### src/sfs_defines.svh
`ifndef SFS_DEFINES_SVH
`define SFS_DEFINES_SVH
// Register addresses
`define SFS_ADDR_SUPPLY 8'h02
`define SFS_ADDR_MEMTEMP 8'h03
`define SFS_ADDR_LINK 8'h04
// Supply status bit positions
`define SFS_SUP_UV_BIT 7
`define SFS_SUP_ANA_BIT 3
`define SFS_SUP_DIG_BIT 2
`define SFS_SUP_OTP_BIT 1
`define SFS_SUP_SEAL_BIT 0
// Memory/temperature status bit positions
`define SFS_MT_FOTP_BIT 7
`define SFS_MT_UOTP_BIT 6
`define SFS_MT_URW_BIT 5
`define SFS_MT_UWA_BIT 4
`define SFS_MT_TEMP_BIT 2
// Link status bit position
`define SFS_LINK_MISO_BIT 7
// Reset values
`define SFS_REG_RESET 8'h00
// Supply recovery time in microseconds, clock period in ns
`define SFS_RCV_TIME_US 100
`define SFS_CLK_PERIOD_NS 10
`define SFS_RCV_CYCLES ((`SFS_RCV_TIME_US * 1000) / `SFS_CLK_PERIOD_NS)
`endif

### src/sfs_pkg.sv
package sfs_pkg;
  typedef logic [7:0] sfs_byte_type;
endpackage

### src/sfs_status_flags.sv
`include "sfs_defines.svh"

// Behaviour
// - Supply bit 3 set while analog regulator is out of limits.
// - Supply bit 2 set while digital regulator is out of limits.
// - Supply bit 1 set while OTP regulator is out of limits.
// - Supply bit 0 set when edge seal continuity break is detected.
// - One shared recovery timer reloads whenever any supply error is present.
// - Memory bit 7 set on factory OTP array fault.
// - Memory bit 6 set on user OTP array fault.
// - After init lock, check code mismatch on user registers sets bit 5.
// - Memory bit 4 follows a user OTP write in progress.
// - Memory bit 2 set on over or under temperature.
// - Memory error bits clear on register read or status transmission.
// - Link bit 7 set on MISO data mismatch in SPI mode.
// - MISO flag clears on link register read or SPI status report.
// - Summary: memory OR of bits, link copies MISO flag.
// - Supply summary is OR of the five supply flags.
// - In SPI with reporting enabled, supply clear waits for timer zero.
module sfs_status_flags
  import sfs_pkg::*;
#(
  parameter int RCV_CYCLES = `SFS_RCV_CYCLES
)
(
  // Clock and reset
  input wire logic sys_clk,
  input wire logic rstn,
  // Register access port
  input wire logic reg_rd,
  input wire logic reg_wr,
  input wire logic [7:0] reg_addr,
  output sfs_byte_type reg_rdata,
  // Status transmission reports
  input wire logic report_supply,
  input wire logic report_memtemp,
  input wire logic report_link,
  // Mode and control
  input wire logic spi_mode,
  input wire logic supply_report_disable,
  input wire logic init_complete_lock,
  input wire logic [7:0] check_code_calc,
  input wire logic [7:0] check_code_stored,
  // Fault detector pins
  input wire logic supply_undervoltage_fault_pin,
  input wire logic analog_regulator_fault_pin,
  input wire logic digital_regulator_fault_pin,
  input wire logic otp_regulator_fault_pin,
  input wire logic edge_seal_break_pin,
  input wire logic factory_otp_fault_pin,
  input wire logic user_otp_fault_pin,
  input wire logic user_otp_write_busy_pin,
  input wire logic temperature_limit_pin,
  input wire logic miso_mismatch_pin,
  // Status outputs
  output sfs_byte_type supply_fault_status,
  output sfs_byte_type memory_temp_fault_status,
  output sfs_byte_type link_fault_status,
  output logic supply_summary,
  output logic memory_temp_summary,
  output logic link_summary,
  output logic supply_timer_zero
);

  localparam int NPIN = 10;
  localparam int TW = $clog2(RCV_CYCLES + 1);

  // ****************************************
  // Input synchronisers
  // ****************************************
  // Detectors run off other supplies, so every fault pin is treated as asynchronous
  logic [NPIN-1:0] sync_a;
  logic [NPIN-1:0] sync_b;
  logic [NPIN-1:0] next_sync_a;
  logic [NPIN-1:0] next_sync_b;

  always_comb
  begin
    next_sync_a = {supply_undervoltage_fault_pin, analog_regulator_fault_pin,
                   digital_regulator_fault_pin, otp_regulator_fault_pin,
                   edge_seal_break_pin, factory_otp_fault_pin, user_otp_fault_pin,
                   user_otp_write_busy_pin, temperature_limit_pin, miso_mismatch_pin};
    next_sync_b = sync_a;
  end

  always_ff @(posedge sys_clk or negedge rstn)
  begin
    if (!rstn)
    begin
      sync_a <= '0;
      sync_b <= '0;
    end
    else
    begin
      sync_a <= next_sync_a;
      sync_b <= next_sync_b;
    end
  end

  logic uv_in, ana_in, dig_in, otpr_in, seal_in, fotp_in, uotp_in, uwa_in, temp_in, miso_in;
  assign {uv_in, ana_in, dig_in, otpr_in, seal_in, fotp_in, uotp_in, uwa_in, temp_in,
          miso_in} = sync_b;

  // ****************************************
  // Flags, recovery timer and read port
  // ****************************************
  logic [4:0] sup_flags;
  logic [4:0] next_sup_flags;
  logic [3:0] mt_flags;
  logic [3:0] next_mt_flags;
  logic uwa_flag;
  logic next_uwa_flag;
  logic miso_flag;
  logic next_miso_flag;
  logic [TW-1:0] rcv_timer;
  logic [TW-1:0] next_rcv_timer;
  sfs_byte_type next_rdata;
  sfs_byte_type sup_byte;
  sfs_byte_type mt_byte;
  sfs_byte_type link_byte;

  function automatic logic rd_hit(input logic rd, input logic [7:0] addr,
                                  input logic [7:0] target);
    rd_hit = rd && (addr == target);
  endfunction

  logic rd_sup, rd_mt, rd_link, any_sup_err, sup_clear, mt_clear, link_clear, crc_err;

  always_comb
  begin
    rd_sup = rd_hit(reg_rd, reg_addr, `SFS_ADDR_SUPPLY);
    rd_mt = rd_hit(reg_rd, reg_addr, `SFS_ADDR_MEMTEMP);
    rd_link = rd_hit(reg_rd, reg_addr, `SFS_ADDR_LINK);
    any_sup_err = uv_in | ana_in | dig_in | otpr_in | seal_in;
    // Reload while any error is present, else count down to zero
    // The timer is shared, so one late fault holds back every supply bit
    if (any_sup_err)
      next_rcv_timer = TW'(RCV_CYCLES);
    else if (rcv_timer != '0)
      next_rcv_timer = rcv_timer - TW'(1);
    else
      next_rcv_timer = rcv_timer;
    // Clearing never happens before the timer has run out
    if (spi_mode && supply_report_disable)
      sup_clear = (rcv_timer == '0);
    else
      sup_clear = (rd_sup || (report_supply && spi_mode)) && (rcv_timer == '0);
    // Set wins over clear: a live fault keeps its bit high
    next_sup_flags = (sup_clear ? 5'h00 : sup_flags) |
                     {uv_in, ana_in, dig_in, otpr_in, seal_in};
    // Check runs only once locked: before that, user writes are expected
    crc_err = init_complete_lock && (check_code_calc != check_code_stored);
    mt_clear = rd_mt || report_memtemp;
    next_mt_flags = (mt_clear ? 4'h0 : mt_flags) |
                    {fotp_in, uotp_in, crc_err, temp_in};
    // Busy bit is a live level with no clear of its own; it drops when the write ends
    next_uwa_flag = uwa_in;
    link_clear = rd_link || (report_link && spi_mode);
    next_miso_flag = (link_clear ? 1'b0 : miso_flag) | (miso_in & spi_mode);
    sup_byte = `SFS_REG_RESET;
    sup_byte[`SFS_SUP_UV_BIT] = sup_flags[4];
    sup_byte[`SFS_SUP_ANA_BIT] = sup_flags[3];
    sup_byte[`SFS_SUP_DIG_BIT] = sup_flags[2];
    sup_byte[`SFS_SUP_OTP_BIT] = sup_flags[1];
    sup_byte[`SFS_SUP_SEAL_BIT] = sup_flags[0];
    mt_byte = `SFS_REG_RESET;
    mt_byte[`SFS_MT_FOTP_BIT] = mt_flags[3];
    mt_byte[`SFS_MT_UOTP_BIT] = mt_flags[2];
    mt_byte[`SFS_MT_URW_BIT] = mt_flags[1];
    mt_byte[`SFS_MT_UWA_BIT] = uwa_flag;
    mt_byte[`SFS_MT_TEMP_BIT] = mt_flags[0];
    link_byte = `SFS_REG_RESET;
    link_byte[`SFS_LINK_MISO_BIT] = miso_flag;
    // Writes have no path here; reserved bits stay zero
    // reg_wr is left unread on purpose: a write can never touch a flag
    next_rdata = `SFS_REG_RESET;
    if (rd_sup)
      next_rdata = sup_byte;
    else if (rd_mt)
      next_rdata = mt_byte;
    else if (rd_link)
      next_rdata = link_byte;
  end

  always_ff @(posedge sys_clk or negedge rstn)
  begin
    if (!rstn)
    begin
      sup_flags <= '0;
      mt_flags <= '0;
      uwa_flag <= 1'b0;
      miso_flag <= 1'b0;
      rcv_timer <= '0;
      reg_rdata <= `SFS_REG_RESET;
      supply_fault_status <= `SFS_REG_RESET;
      memory_temp_fault_status <= `SFS_REG_RESET;
      link_fault_status <= `SFS_REG_RESET;
      supply_summary <= 1'b0;
      memory_temp_summary <= 1'b0;
      link_summary <= 1'b0;
      supply_timer_zero <= 1'b1;
    end
    else
    begin
      sup_flags <= next_sup_flags;
      mt_flags <= next_mt_flags;
      uwa_flag <= next_uwa_flag;
      miso_flag <= next_miso_flag;
      rcv_timer <= next_rcv_timer;
      reg_rdata <= next_rdata;
      supply_fault_status <= sup_byte;
      memory_temp_fault_status <= mt_byte;
      link_fault_status <= link_byte;
      supply_summary <= |sup_flags;
      memory_temp_summary <= (|mt_flags) | uwa_flag;
      link_summary <= miso_flag;
      supply_timer_zero <= (rcv_timer == '0);
    end
  end

endmodule

### config.mk
export PLATFORM = sky130hd
export DESIGN_NAME = sfs_status_flags
export DESIGN_NICKNAME = d
export VERILOG_FILES = /design/src/sfs_pkg.sv /design/src/sfs_status_flags.sv
export VERILOG_INCLUDE_DIRS = /design/src
export SDC_FILE = /design/constraint.sdc
export NUM_CORES = 1
export LEC_CHECK = 0
export BUFFER_PORTS_ARGS = -buffer_cell sky130_fd_sc_hd__buf_4
export CAP_MARGIN = 20
export CORE_AREA = 8 8 82 84
export DETAILED_ROUTE_END_ITERATION = 7
export DIE_AREA = 0 0 90 92
export GPL_TIMING_DRIVEN = 0
export PLACE_DENSITY = 0.74
export SLEW_MARGIN = 20
export SYNTH_ARGS = -nofsm -noshare
export SYNTH_HDL_FRONTEND = slang
export SYNTH_SLANG_ARGS = --single-unit
### constraint.sdc
create_clock -name sys_clk -period 2.6 [get_ports sys_clk]
set_input_delay 0.65 -clock sys_clk [delete_from_list [all_inputs] [get_ports sys_clk]]
set_output_delay 0.65 -clock sys_clk [all_outputs]
set_load 0.01 [all_outputs]
# ---- Word level (Yosys, flattened, before mapping)
# Cells that the tools add are included.
dict set report totals {
  register_bits 67
  out_inout_bits 36
  elab_cells 53
}
dict set report op_classes {
  n_addsub 1
  eq_ne 4
  muxes 9
  bitwise_logic 9
  n_reduce_logical 16
}
# operator n
set ops {}
lappend ops {{14-bit 2-to-1 mux} 2}
lappend ops {{8-bit 2-to-1 mux} 3}
lappend ops {{8-bit by 2-bit == test with 1-bit output, second input constant} 2}
lappend ops {{14-bit logical NOT} 1}
lappend ops {{14-bit nonzero test} 1}
lappend ops {{14-bit by 1-bit subtractor with 14-bit output, second input constant} 1}
lappend ops {{8-bit by 3-bit == test with 1-bit output, second input constant} 1}
lappend ops {{1-bit logical AND} 8}
lappend ops {{8-bit inequality test} 1}
lappend ops {{1-bit OR} 6}
lappend ops {{5-bit 2-to-1 mux} 1}
lappend ops {{5-bit OR} 1}
lappend ops {{5-bit OR reduction} 1}
lappend ops {{4-bit 2-to-1 mux} 1}
lappend ops {{4-bit OR} 1}
lappend ops {{4-bit OR reduction} 1}
lappend ops {{1-bit logical OR} 3}
lappend ops {{1-bit 2-to-1 mux} 2}
lappend ops {{2-bit nonzero test} 1}
lappend ops {{1-bit bitwise AND} 1}

# ---- Logic depth before layout (Yosys ltp)
# Gate-level depths: netlist (run 1).
dict set report logic_depth {
  depth_word 7
  depth_mapped 7
  mapped_depth_nobuf 6
}

# ---- Least setup slack after synthesis (run 1)
# No wires, ideal clock.
dict set report synth_timing {
  path_type {register -> register}
  start {register rcv_timer[0]}
  end {register rcv_timer[8]}
  setup_time_ps 130
  t_arrival_ps 1657
  t_required_ps 2470
  setup_slack_ps 813
  stages_incl_launch_ff 7
  n_path_buf 0
  synth_period_minus_slack_ps 1787
  path_cell_list {dfrtp_1 > inv_1 > ha_1 > or3b_1 > or4_1 > o21ai_0 > nand3b_1}
}
dict set report synth_via {
  elab_chain_cells 3
  elab_cells_between_ends 5
}
# element line_no
set synth_rtl {}
lappend synth_rtl {{start, declared} sfs_status_flags.sv:115} ;# logic [TW-1:0] rcv_timer;
lappend synth_rtl {{start signal, assigned} sfs_status_flags.sv:209} ;# rcv_timer <= next_rcv_timer;
lappend synth_rtl {{14-bit by 1-bit subtractor with 14-bit output} sfs_status_flags.sv:140} ;# next_rcv_timer = rcv_timer - TW'(1);
lappend synth_rtl {{14-bit 2-to-1 mux} sfs_status_flags.sv:139} ;# else if (rcv_timer != '0)
lappend synth_rtl {{14-bit 2-to-1 mux} sfs_status_flags.sv:137} ;# if (any_sup_err)
# Several ways; a longest one is shown, not always the timed one. The select of a mux whose other input is x is not followed.
# A chain may end at the register's enable or synchronous reset.

# ---- Final worst setup path (run 1)
# Same ends and word-level chain as after synthesis.

==> flow_metrics.tcl, run 1 <==
set metrics [dict create \
    cap_violations 0 \
    routed-via-count 1742 \
    status "finished clean" \
    yosysWarnings 0 \
    met2WireLength_um 2520 \
    finalCriticalPeriod_ps 1970 \
    met1Wirelength_um 2340 \
    worst-path-buf-inv 1 \
    final_util_pct 64.0 \
    fin_nets 337 \
    antenna_cells 0 \
    syn2layout_area_growth_pct 31.8 \
    cts.sinks 67 \
    final_layout_size_suffix_gt1_share_pct 36.1 \
    ir_drop_mv 0.375 \
    path_delay_family "simple AND/OR/NAND/NOR gates" \
    start_kind "flop" \
    first_pass_iters 4 \
    ys_ff_latch 67 \
    yosysUniqueCellTypes 47 \
    syn_inst 203 \
    grt_antenna_before_repair 0 \
    synth_top_cells_by_count "dfrtp_1 (66), buf_4 (14), nand2_1 (9), nor2_1 (9)" \
    die_x_um 90 \
    synth_area_leaders "dfrtp_1 (63%), buf_4 (4.0%), xor2_1 (2.7%), a21o_1 (2.3%), and2_1 (1.7%)" \
    crit_path_max_fanout 4 \
    rsz0062_at_grt "no" \
    crit_chain "inv_1, ha_1, or3b_1, or4_1, o21ai_0, nand3b_1" \
    gr-usage-all-layers_pct 13.2 \
    slowest_delay_ps 440 \
    ys_async_sr_fraction_pct 100 \
    drcViolationCount 0 \
    dieArea_um2 8280 \
    rr_worst_depth 6 \
    power_density_nw_per_um2 616 \
    whs_path_depth 0 \
    clockBufferDepth 2 \
    highest_layer "met4" \
    ctsHoldBuffers 0 \
    rows 27 \
    final_cells 368 \
    arrival_ps 2170 \
    clkLatencyLatePin_ps 330 \
    grt_overflow 0 \
    end_kind "flop" \
    period_share_pct 75.7 \
    cts_resized 0 \
    wl_met3_um 261 \
    wl_per_cell_um 14.1 \
    ys.flop_type "dfrtp_1" \
    hold_class "flop to flop" \
    finalMaxSlewViolations 0 \
    hold_viol_final 0 \
    nFillCells 447 \
    placed_cells 352 \
    wirelength_um 5210 \
    setup_viol 0 \
    yosysMostFrequentCell "dfrtp_1" \
    drtIter0Drc 89 \
    grt_first_pass_wirelength_um 8810 \
    yosysSeqAreaShare_pct 63.9 \
    place_hpwl_um 3790 \
    cts_inserted_buffers 9 \
    via_per_inst 4.73 \
    ant_nets 0 \
    h-tree-depth 3 \
    path_class "flop to flop" \
    cp_slowest_cell "or4_1" \
    syn_area_um2 2630 \
    yosysTopAreaCellShare_pct 62.9 \
    grt_pass1_vias 1832 \
    cts_tree "done" \
    finalSetupTns_ps 0 \
    clk_pin_slew_ps 80 \
    worst_pin_slew_ps 802 \
    p_leak_uw 0.00161 \
    grt_max_degree 68 \
    clock.fmax_ghz 0.508 \
    hold_slack_ps 344 \
    cp.depth 6 \
    finalWeightedCongestion 0.797 \
    clockRootBuffer "clkbuf_8" \
    portBuffers 65 \
    initial_core_util_pct 48.6 \
    fin_worst_skew_ps 5.94 \
    synth_edf_count 0 \
    core_um2 5410 \
    relSlewSlack_pct 46.5 \
    worstPathRequired_ps 2810 \
    die_y_um 92 \
    synth_top_area_cell "dfrtp_1" \
    syn_area_per_cell_um2 12.9 \
    postCtsSetupBuffers 0 \
    io_pins 80 \
]
-- per-layer routing --
layer / track usage (%) / vias to the layer above
met2: 20.1 / 49
met1: 16.7 / 826
met5: 0 / -
met4: 7.49 / 0
met3: 3.75 / 5
li1: - / 862
-- cells in the final DEF, fill, tap and decap left out, types with 2 or more instances in the layout --
cell and count:
nor2_1 9, nand2_1 9, nor4b_1 2, nand3b_1 3, and4b_1 2, nand2b_1 2
buf_6 2, clkbuf_8 11, and2_1 7, or3_1 3, and3_1 2, nor4_1 3
nand3_1 2, a21o_1 8, xor2_1 8, conb_1 13, nand4b_1 2, or4_4 2
o21ai_0 5, buf_4 79, inv_1 4, dfrtp_1 66, nor3_1 8, a21oi_1 8
a22o_1 2, or4_1 2, o21ai_1 2, ha_1 2, mux2i_1 4
-- where the power goes --
part           total [µW]  leakage, µW  internal (µW)  switching, µW
logic                 153     0.000741           85.5           67.4
clock network         887     0.000106            498            389
registers            1090     0.000761           1070           17.2
-- worst paths after layout --
path,from,slack [ps],end
worst max register to register,rcv_timer[0]$_DFFE_PN0P_,630,rcv_timer[8]$_DFFE_PN0P_
worst max-delay path,rcv_timer[0]$_DFFE_PN0P_,630,rcv_timer[8]$_DFFE_PN0P_
worst min-delay path,sync_b[2]$_DFF_PN0_,340,uwa_flag$_DFF_PN0_
min in group asynchronous,rstn,400,uwa_flag$_DFF_PN0_
max in group asynchronous,rstn,1670,rcv_timer[7]$_DFFE_PN0P_
worst min register to register,sync_b[2]$_DFF_PN0_,340,uwa_flag$_DFF_PN0_
-- flip-flops by register name, summed over array words and instances, names as in the netlist, 4 cells and up --
signal	cells
sup_flags	5
supply_fault_status	5
memory_temp_fault_status	5
reg_rdata	8
sync_b	10
next_sync_b	10
rcv_timer	14
mt_flags	4
-- cells by family after synthesis --
group                    count (synthesis)  share of synthesized area, %
other                                    1                         0.143
buffers and inverters                   20                          5.43
XOR/XNOR                                 9                          3.00
AO/OA/AOI/OAI                           30                          7.34
flip-flops                              67                          63.9
adder cells (fa/ha/maj)                  2                         0.953
multiplexers                             4                          1.53
AND/OR/NAND/NOR                         70                          17.7
-- through the flow --
stage | cell area [µm²] | power [µW] | worst slack [ps]
after floorplan | 2670 | 1170 | 813
after global placement | 3250 | 1260 | 429
after detailed placement | 3250 | 1260 | 379
after CTS | 3460 | 2150 | 638
after global routing | 3460 | 2230 | 492
final | 3460 | 2130 | 632
-- cell type report --
type                       count  area [µm²]  share of cell area, %
sequential                    67        1680                   48.5
multi-input combinational    128         850                   24.6
timing repair buffer          65         488                   14.1
clock buffer                  11         151                   4.38
buffer                        16         128                   3.69
tap                           72        90.1                   2.60
clock inverter                 5        60.1                   1.74
inverter                       4        15.0                  0.434
Note: power is estimated with default switching activity, not from simulation.
==> inputs of run 2 (changes only) <==
CORE_AREA = 8 8 85 87   (was 8 8 82 84)
DIE_AREA = 0 0 93 95   (was 0 0 90 92)
PLACE_DENSITY = 0.72   (was 0.74)
clock period = 1.65 ns   (was 2.6 ns; I/O delays follow)
==> run 2 against run 1 <==
Compared with the run above:
- the flow now finishes with violations (negative setup slack)
- maximum frequency rose by 9.3%
- clock skew rose by 1.0 ps
- highest routed layer unchanged
- critical path type unchanged
- register-to-register slack got worse by 780 ps
==> flow_metrics.tcl, run 2 (synthesis results as in run 1) <==
set metrics [dict create \
    grt_overflow 0 \
    gr-usage-all-layers_pct 12.9 \
    wl_per_cell_um 14.4 \
    fin_worst_skew_ps 6.95 \
    grt_pass1_vias 1881 \
    rows 28 \
    cap_violations 0 \
    first_pass_iters 4 \
    setup_slack_ps -151 \
    core_um2 5820 \
    grt_antenna_before_repair 0 \
    cts.sinks 67 \
    crit_path_max_fanout 7 \
    internal-power_uw 2740 \
    wirelength_um 5510 \
    largest-register "rcv_timer" \
    via_per_inst 4.80 \
    violations "negative setup slack" \
    grt_max_degree 68 \
    swShare_pct 21.2 \
    die_y_um 95 \
    clock.fmax_ghz 0.555 \
    worst-path-buf-inv 0 \
    status "complete, but fails checks" \
    initial_core_util_pct 45.1 \
    die_x_um 93 \
    nFillCells 484 \
    grt_first_pass_wirelength_um 8920 \
    ir_drop_mv 0.751 \
    end_kind "flop" \
    multi_input_area_um2 926 \
    io_pins 80 \
    path_class "flop to flop" \
    worstPathRequired_ps 1870 \
    finalMaxSlewViolations 0 \
    hold_slack_ps 162 \
    clkLatencyLatePin_ps 340 \
    place_hpwl_um 4050 \
    portBuffers 65 \
    antenna_cells 0 \
    routed-via-count 1839 \
    ant_nets 0 \
    crit_chain "or4_4, nor4_4, mux2i_1, nor2_1" \
    seqCellArea_um2 1680 \
    clockRootBuffer "clkbuf_8" \
    cts_tree "done" \
    final_layout_size_suffix_gt1_share_pct 43.5 \
    largest_register_ffs 14 \
    start_kind "flop" \
    worst_pin_slew_ps 780 \
    hold_class "primary input to asynchronous set/reset pin" \
    mostFrequentLayoutCells "buf_4 (91), dfrtp_1 (66), conb_1 (13)" \
    p_sw_uw 737 \
    period_share_pct 109 \
    clockBufferDepth 2 \
    fin_nets 349 \
    p_leak_uw 0.00168 \
    post-place-ws_ps -197 \
    finalCriticalPeriod_ps 1800 \
    slowest_delay_ps 590 \
    h-tree-depth 3 \
    path_delay_family "simple AND/OR/NAND/NOR gates" \
    power_density_nw_per_um2 953 \
    dieArea_um2 8840 \
    syn2layout_area_growth_pct 38.8 \
    clk_pin_slew_ps 70 \
    clockPowerShare_pct 43.0 \
    drtIter0Drc 64 \
    hold_viol_final 0 \
    seq_power_share_pct 49.5 \
    arrival_ps 2030 \
    finalWeightedCongestion 0.809 \
    cp_slowest_cell "or4_4" \
    rr_worst_depth 4 \
    cts_inserted_buffers 9 \
    cp.depth 4 \
    setup_viol 12 \
    drcViolationCount 0 \
    comb_power_share_pct 7.5 \
    mostFrequentLayoutCell "buf_4" \
    relSlewSlack_pct 48.0 \
    rsz0062_at_grt "yes" \
]
run 2: through the flow:
stage | TNS [ps] | area, µm² | utilization (%) | instances | power, µW
final | -830 | 3640 | 62.7 | 383 | 3480
after global routing | -1910 | 3640 | 62.7 | 383 | 3620
after CTS | -813 | 3560 | 61.2 | 378 | 3500
after detailed placement | -2170 | 3270 | 56.3 | 355 | 2000
after global placement | -1880 | 3270 | 56.3 | 355 | 1990
after floorplan | -91.8 | 2690 | - | 215 | 1840
run 2: cell type report:
class	count	area share, %
multi-input cells	128	25.4
clock inverters	5	2.33
well taps	75	2.57
clock buffers	11	3.88
flip-flops and latches	67	46.0
repair buffers	77	15.9
plain buffers	16	3.50
inverters	4	0.412
run 2: repair_timing:
item,in CTS,in global routing
endpoints found under the setup margin,15,16
pin swaps,2,4
buffers inserted,7,5
hold buffers,0,0
resized for setup,2,11
run 2: per-layer routing:
metal  vias up  share of wire [%]  GRT usage (%)
li1        886                  -              -
met1       884                 41           14.3
met2        57                 52           22.2
met3        12                5.2           3.33
met4         0                2.1           7.25
met5         -                  0              0
run 2: path summary, 6_finish.rpt:
| kind | start | to | slack (ps) |
|---|---|---|---|
| worst min-delay path | rstn | mt_flags[3]$_DFF_PN0_ | 160 |
| min in group sys_clk | digital_regulator_fault_pin | next_sync_b[7]$_DFF_PN0_ | 180 |
| worst min register to register | next_sync_b[6]$_DFF_PN0_ | sync_b[6]$_DFF_PN0_ | 350 |
| max in group asynchronous | rstn | sup_flags[3]$_DFF_PN0_ | 990 |
| worst max register to register | rcv_timer[6]$_DFFE_PN0P_ | rcv_timer[11]$_DFFE_PN0P_ | -150 |
| worst max-delay path | rcv_timer[6]$_DFFE_PN0P_ | rcv_timer[11]$_DFFE_PN0P_ | -150 |
run 2: power groups by stage:
stage	clock network [µW]	registers, µW	logic, µW
floorplan	0	1750	94.5
global placement	0	1750	242
detailed placement	0	1750	246
CTS	1530	1720	252
global route	1610	1720	288
finish	1500	1720	261
==> inputs of run 3 (changes only) <==
SKIP_LAST_GASP = 1   (was unset)
==> run 3 against run 2 <==
Compared with the run above:
- non-clock buffer count did not move
- global-route usage barely moved
- the flow still finishes with violations (negative setup slack)
- total power is essentially flat
- largest power group unchanged
- largest cell class unchanged
- design area hardly changed
- maximum frequency hardly changed
- clock power about the same
- sequential power is essentially flat
- register-to-register slack is essentially flat
- via count decreased by 0.82%
- first-iteration DRC count down 16%
- hold slack about the same
- critical path depth did not move
==> flow_metrics.tcl, run 3 (synthesis results as in run 1) <==
set metrics [dict create \
    status "complete, but fails checks" \
    violations "negative setup slack" \
    drcViolationCount 0 \
    rows 28 \
    largest-register "rcv_timer" \
    finalCriticalPeriod_ps 1800 \
    fin_nets 349 \
    rsz0062_at_grt "yes" \
    nFillCells 485 \
    wl_met3_um 258 \
    die_x_um 93 \
    dieArea_um2 8840 \
    mostFrequentLayoutCells "buf_4 (91), dfrtp_1 (66), conb_1 (13)" \
    internal-power_uw 2740 \
    worst-path-buf-inv 0 \
    clk_pin_slew_ps 70 \
    highest_layer "met4" \
    cts_inserted_buffers 9 \
    largest_register_ffs 14 \
    fin_worst_skew_ps 7.49 \
    grt_overflow 0 \
    power_density_nw_per_um2 953 \
    mostFrequentLayoutCell "buf_4" \
    clockBufferDepth 2 \
    setup_viol 12 \
    final_util_pct 62.7 \
    period_share_pct 109 \
    cp_slowest_cell "or4_4" \
    hold_class "primary input to asynchronous set/reset pin" \
    io_pins 80 \
    p_leak_uw 0.00168 \
    path_delay_family "simple AND/OR/NAND/NOR gates" \
    grt_first_pass_wirelength_um 8940 \
    clock.fmax_ghz 0.555 \
    setup_slack_ps -151 \
    first_pass_iters 4 \
    die_y_um 95 \
    cap_violations 0 \
    place_hpwl_um 4050 \
    grt_max_degree 68 \
    final_layout_size_suffix_gt1_share_pct 43.8 \
    via_per_inst 4.76 \
    end_kind "flop" \
    hold_viol_final 0 \
    crit_path_max_fanout 7 \
    clockPowerShare_pct 43.0 \
    core_um2 5820 \
    routed-via-count 1824 \
    swShare_pct 21.2 \
    seq_power_share_pct 49.5 \
    grt_antenna_before_repair 0 \
    met1Wirelength_um 2280 \
    grt_pass1_vias 1879 \
    multi_input_area_um2 925 \
    worst_pin_slew_ps 782 \
    arrival_ps 2030 \
    met2WireLength_um 2830 \
    finalMaxSlewViolations 0 \
    syn2layout_area_growth_pct 38.8 \
    post-place-ws_ps -197 \
    drtIter0Drc 54 \
    clkLatencyLatePin_ps 340 \
    seqCellArea_um2 1680 \
    finalWeightedCongestion 0.809 \
    slowest_delay_ps 580 \
    start_kind "flop" \
    initial_core_util_pct 45.1 \
    comb_power_share_pct 7.5 \
    clockRootBuffer "clkbuf_8" \
    worstPathRequired_ps 1870 \
    cts_tree "done" \
    crit_chain "or4_4, nor4_4, mux2i_1, nor2_1" \
    wl_per_cell_um 14.3 \
    wirelength_um 5490 \
    path_class "flop to flop" \
    ir_drop_mv 0.751 \
    p_sw_uw 735 \
    gr-usage-all-layers_pct 12.9 \
    antenna_cells 0 \
    h-tree-depth 3 \
    cts.sinks 67 \
    ant_nets 0 \
    relSlewSlack_pct 47.9 \
    portBuffers 65 \
]
==> run 3: per-layer routing <==
metal	vias up	track usage, %
met4	0	7.25
li1	884	-
met3	12	3.33
met1	878	14.4
met5	-	0
met2	50	22.2
==> run 3: what timing repair did <==
action                                  in CTS  in global routing
resized for setup                            2                 11
gates cloned                                 0                  0
endpoints found under the setup margin      15                 16
setup buffers                                7                  5
pin swaps                                    1                  4
hold buffers                                 0                  0
==> run 3: power groups by stage <==
stage          Combinational [µW]  Sequential, µW  Clock (µW)
2_1_floorplan                94.5            1750           0
4_1_cts                       252            1720        1530
5_1_grt                       287            1720        1610
3_5_place_dp                  246            1750           0
3_3_place_gp                  242            1750           0
6_report                      261            1720        1490
==> run 3: worst paths after layout <==
| kind | cells past startpoint | to | slack [ps] | startpoint |
|---|---|---|---|---|
| worst max register to register | 4 | rcv_timer[11]$_DFFE_PN0P_ | -150 | rcv_timer[6]$_DFFE_PN0P_ |
| max in group asynchronous | 1 | sup_flags[3]$_DFF_PN0_ | 980 | rstn |
| worst max-delay path | 4 | rcv_timer[11]$_DFFE_PN0P_ | -150 | rcv_timer[6]$_DFFE_PN0P_ |
| worst min register to register | 0 | sync_b[6]$_DFF_PN0_ | 350 | next_sync_b[6]$_DFF_PN0_ |
| min in group sys_clk | 1 | next_sync_b[7]$_DFF_PN0_ | 180 | digital_regulator_fault_pin |
| worst min-delay path | 1 | mt_flags[3]$_DFF_PN0_ | 160 | rstn |
==> run 3: layout make-up <==
cell class	count	share of cell area, %
flip-flops and latches	67	46.1
multi-input cells	128	25.4
repair buffers	77	15.9
clock buffers	11	3.88
plain buffers	16	3.50
well taps	75	2.58
clock inverters	5	2.34
inverters	4	0.412
==> run 3: metrics by stage <==
| step | power (µW) | cell area, µm² | hold WS, ps | TNS, ps | std cells |
|---|---|---|---|---|---|
| 6_report | 3470 | 3640 | 162 | -812 | 383 |
| 5_1_grt | 3620 | 3640 | 156 | -1920 | 383 |
| 4_1_cts | 3500 | 3560 | 164 | -829 | 378 |
| 3_5_place_dp | 2000 | 3270 | 335 | -2170 | 355 |
| 3_3_place_gp | 1990 | 3270 | 333 | -1880 | 355 |
| 2_1_floorplan | 1840 | 2690 | 117 | -91.8 | 215 |
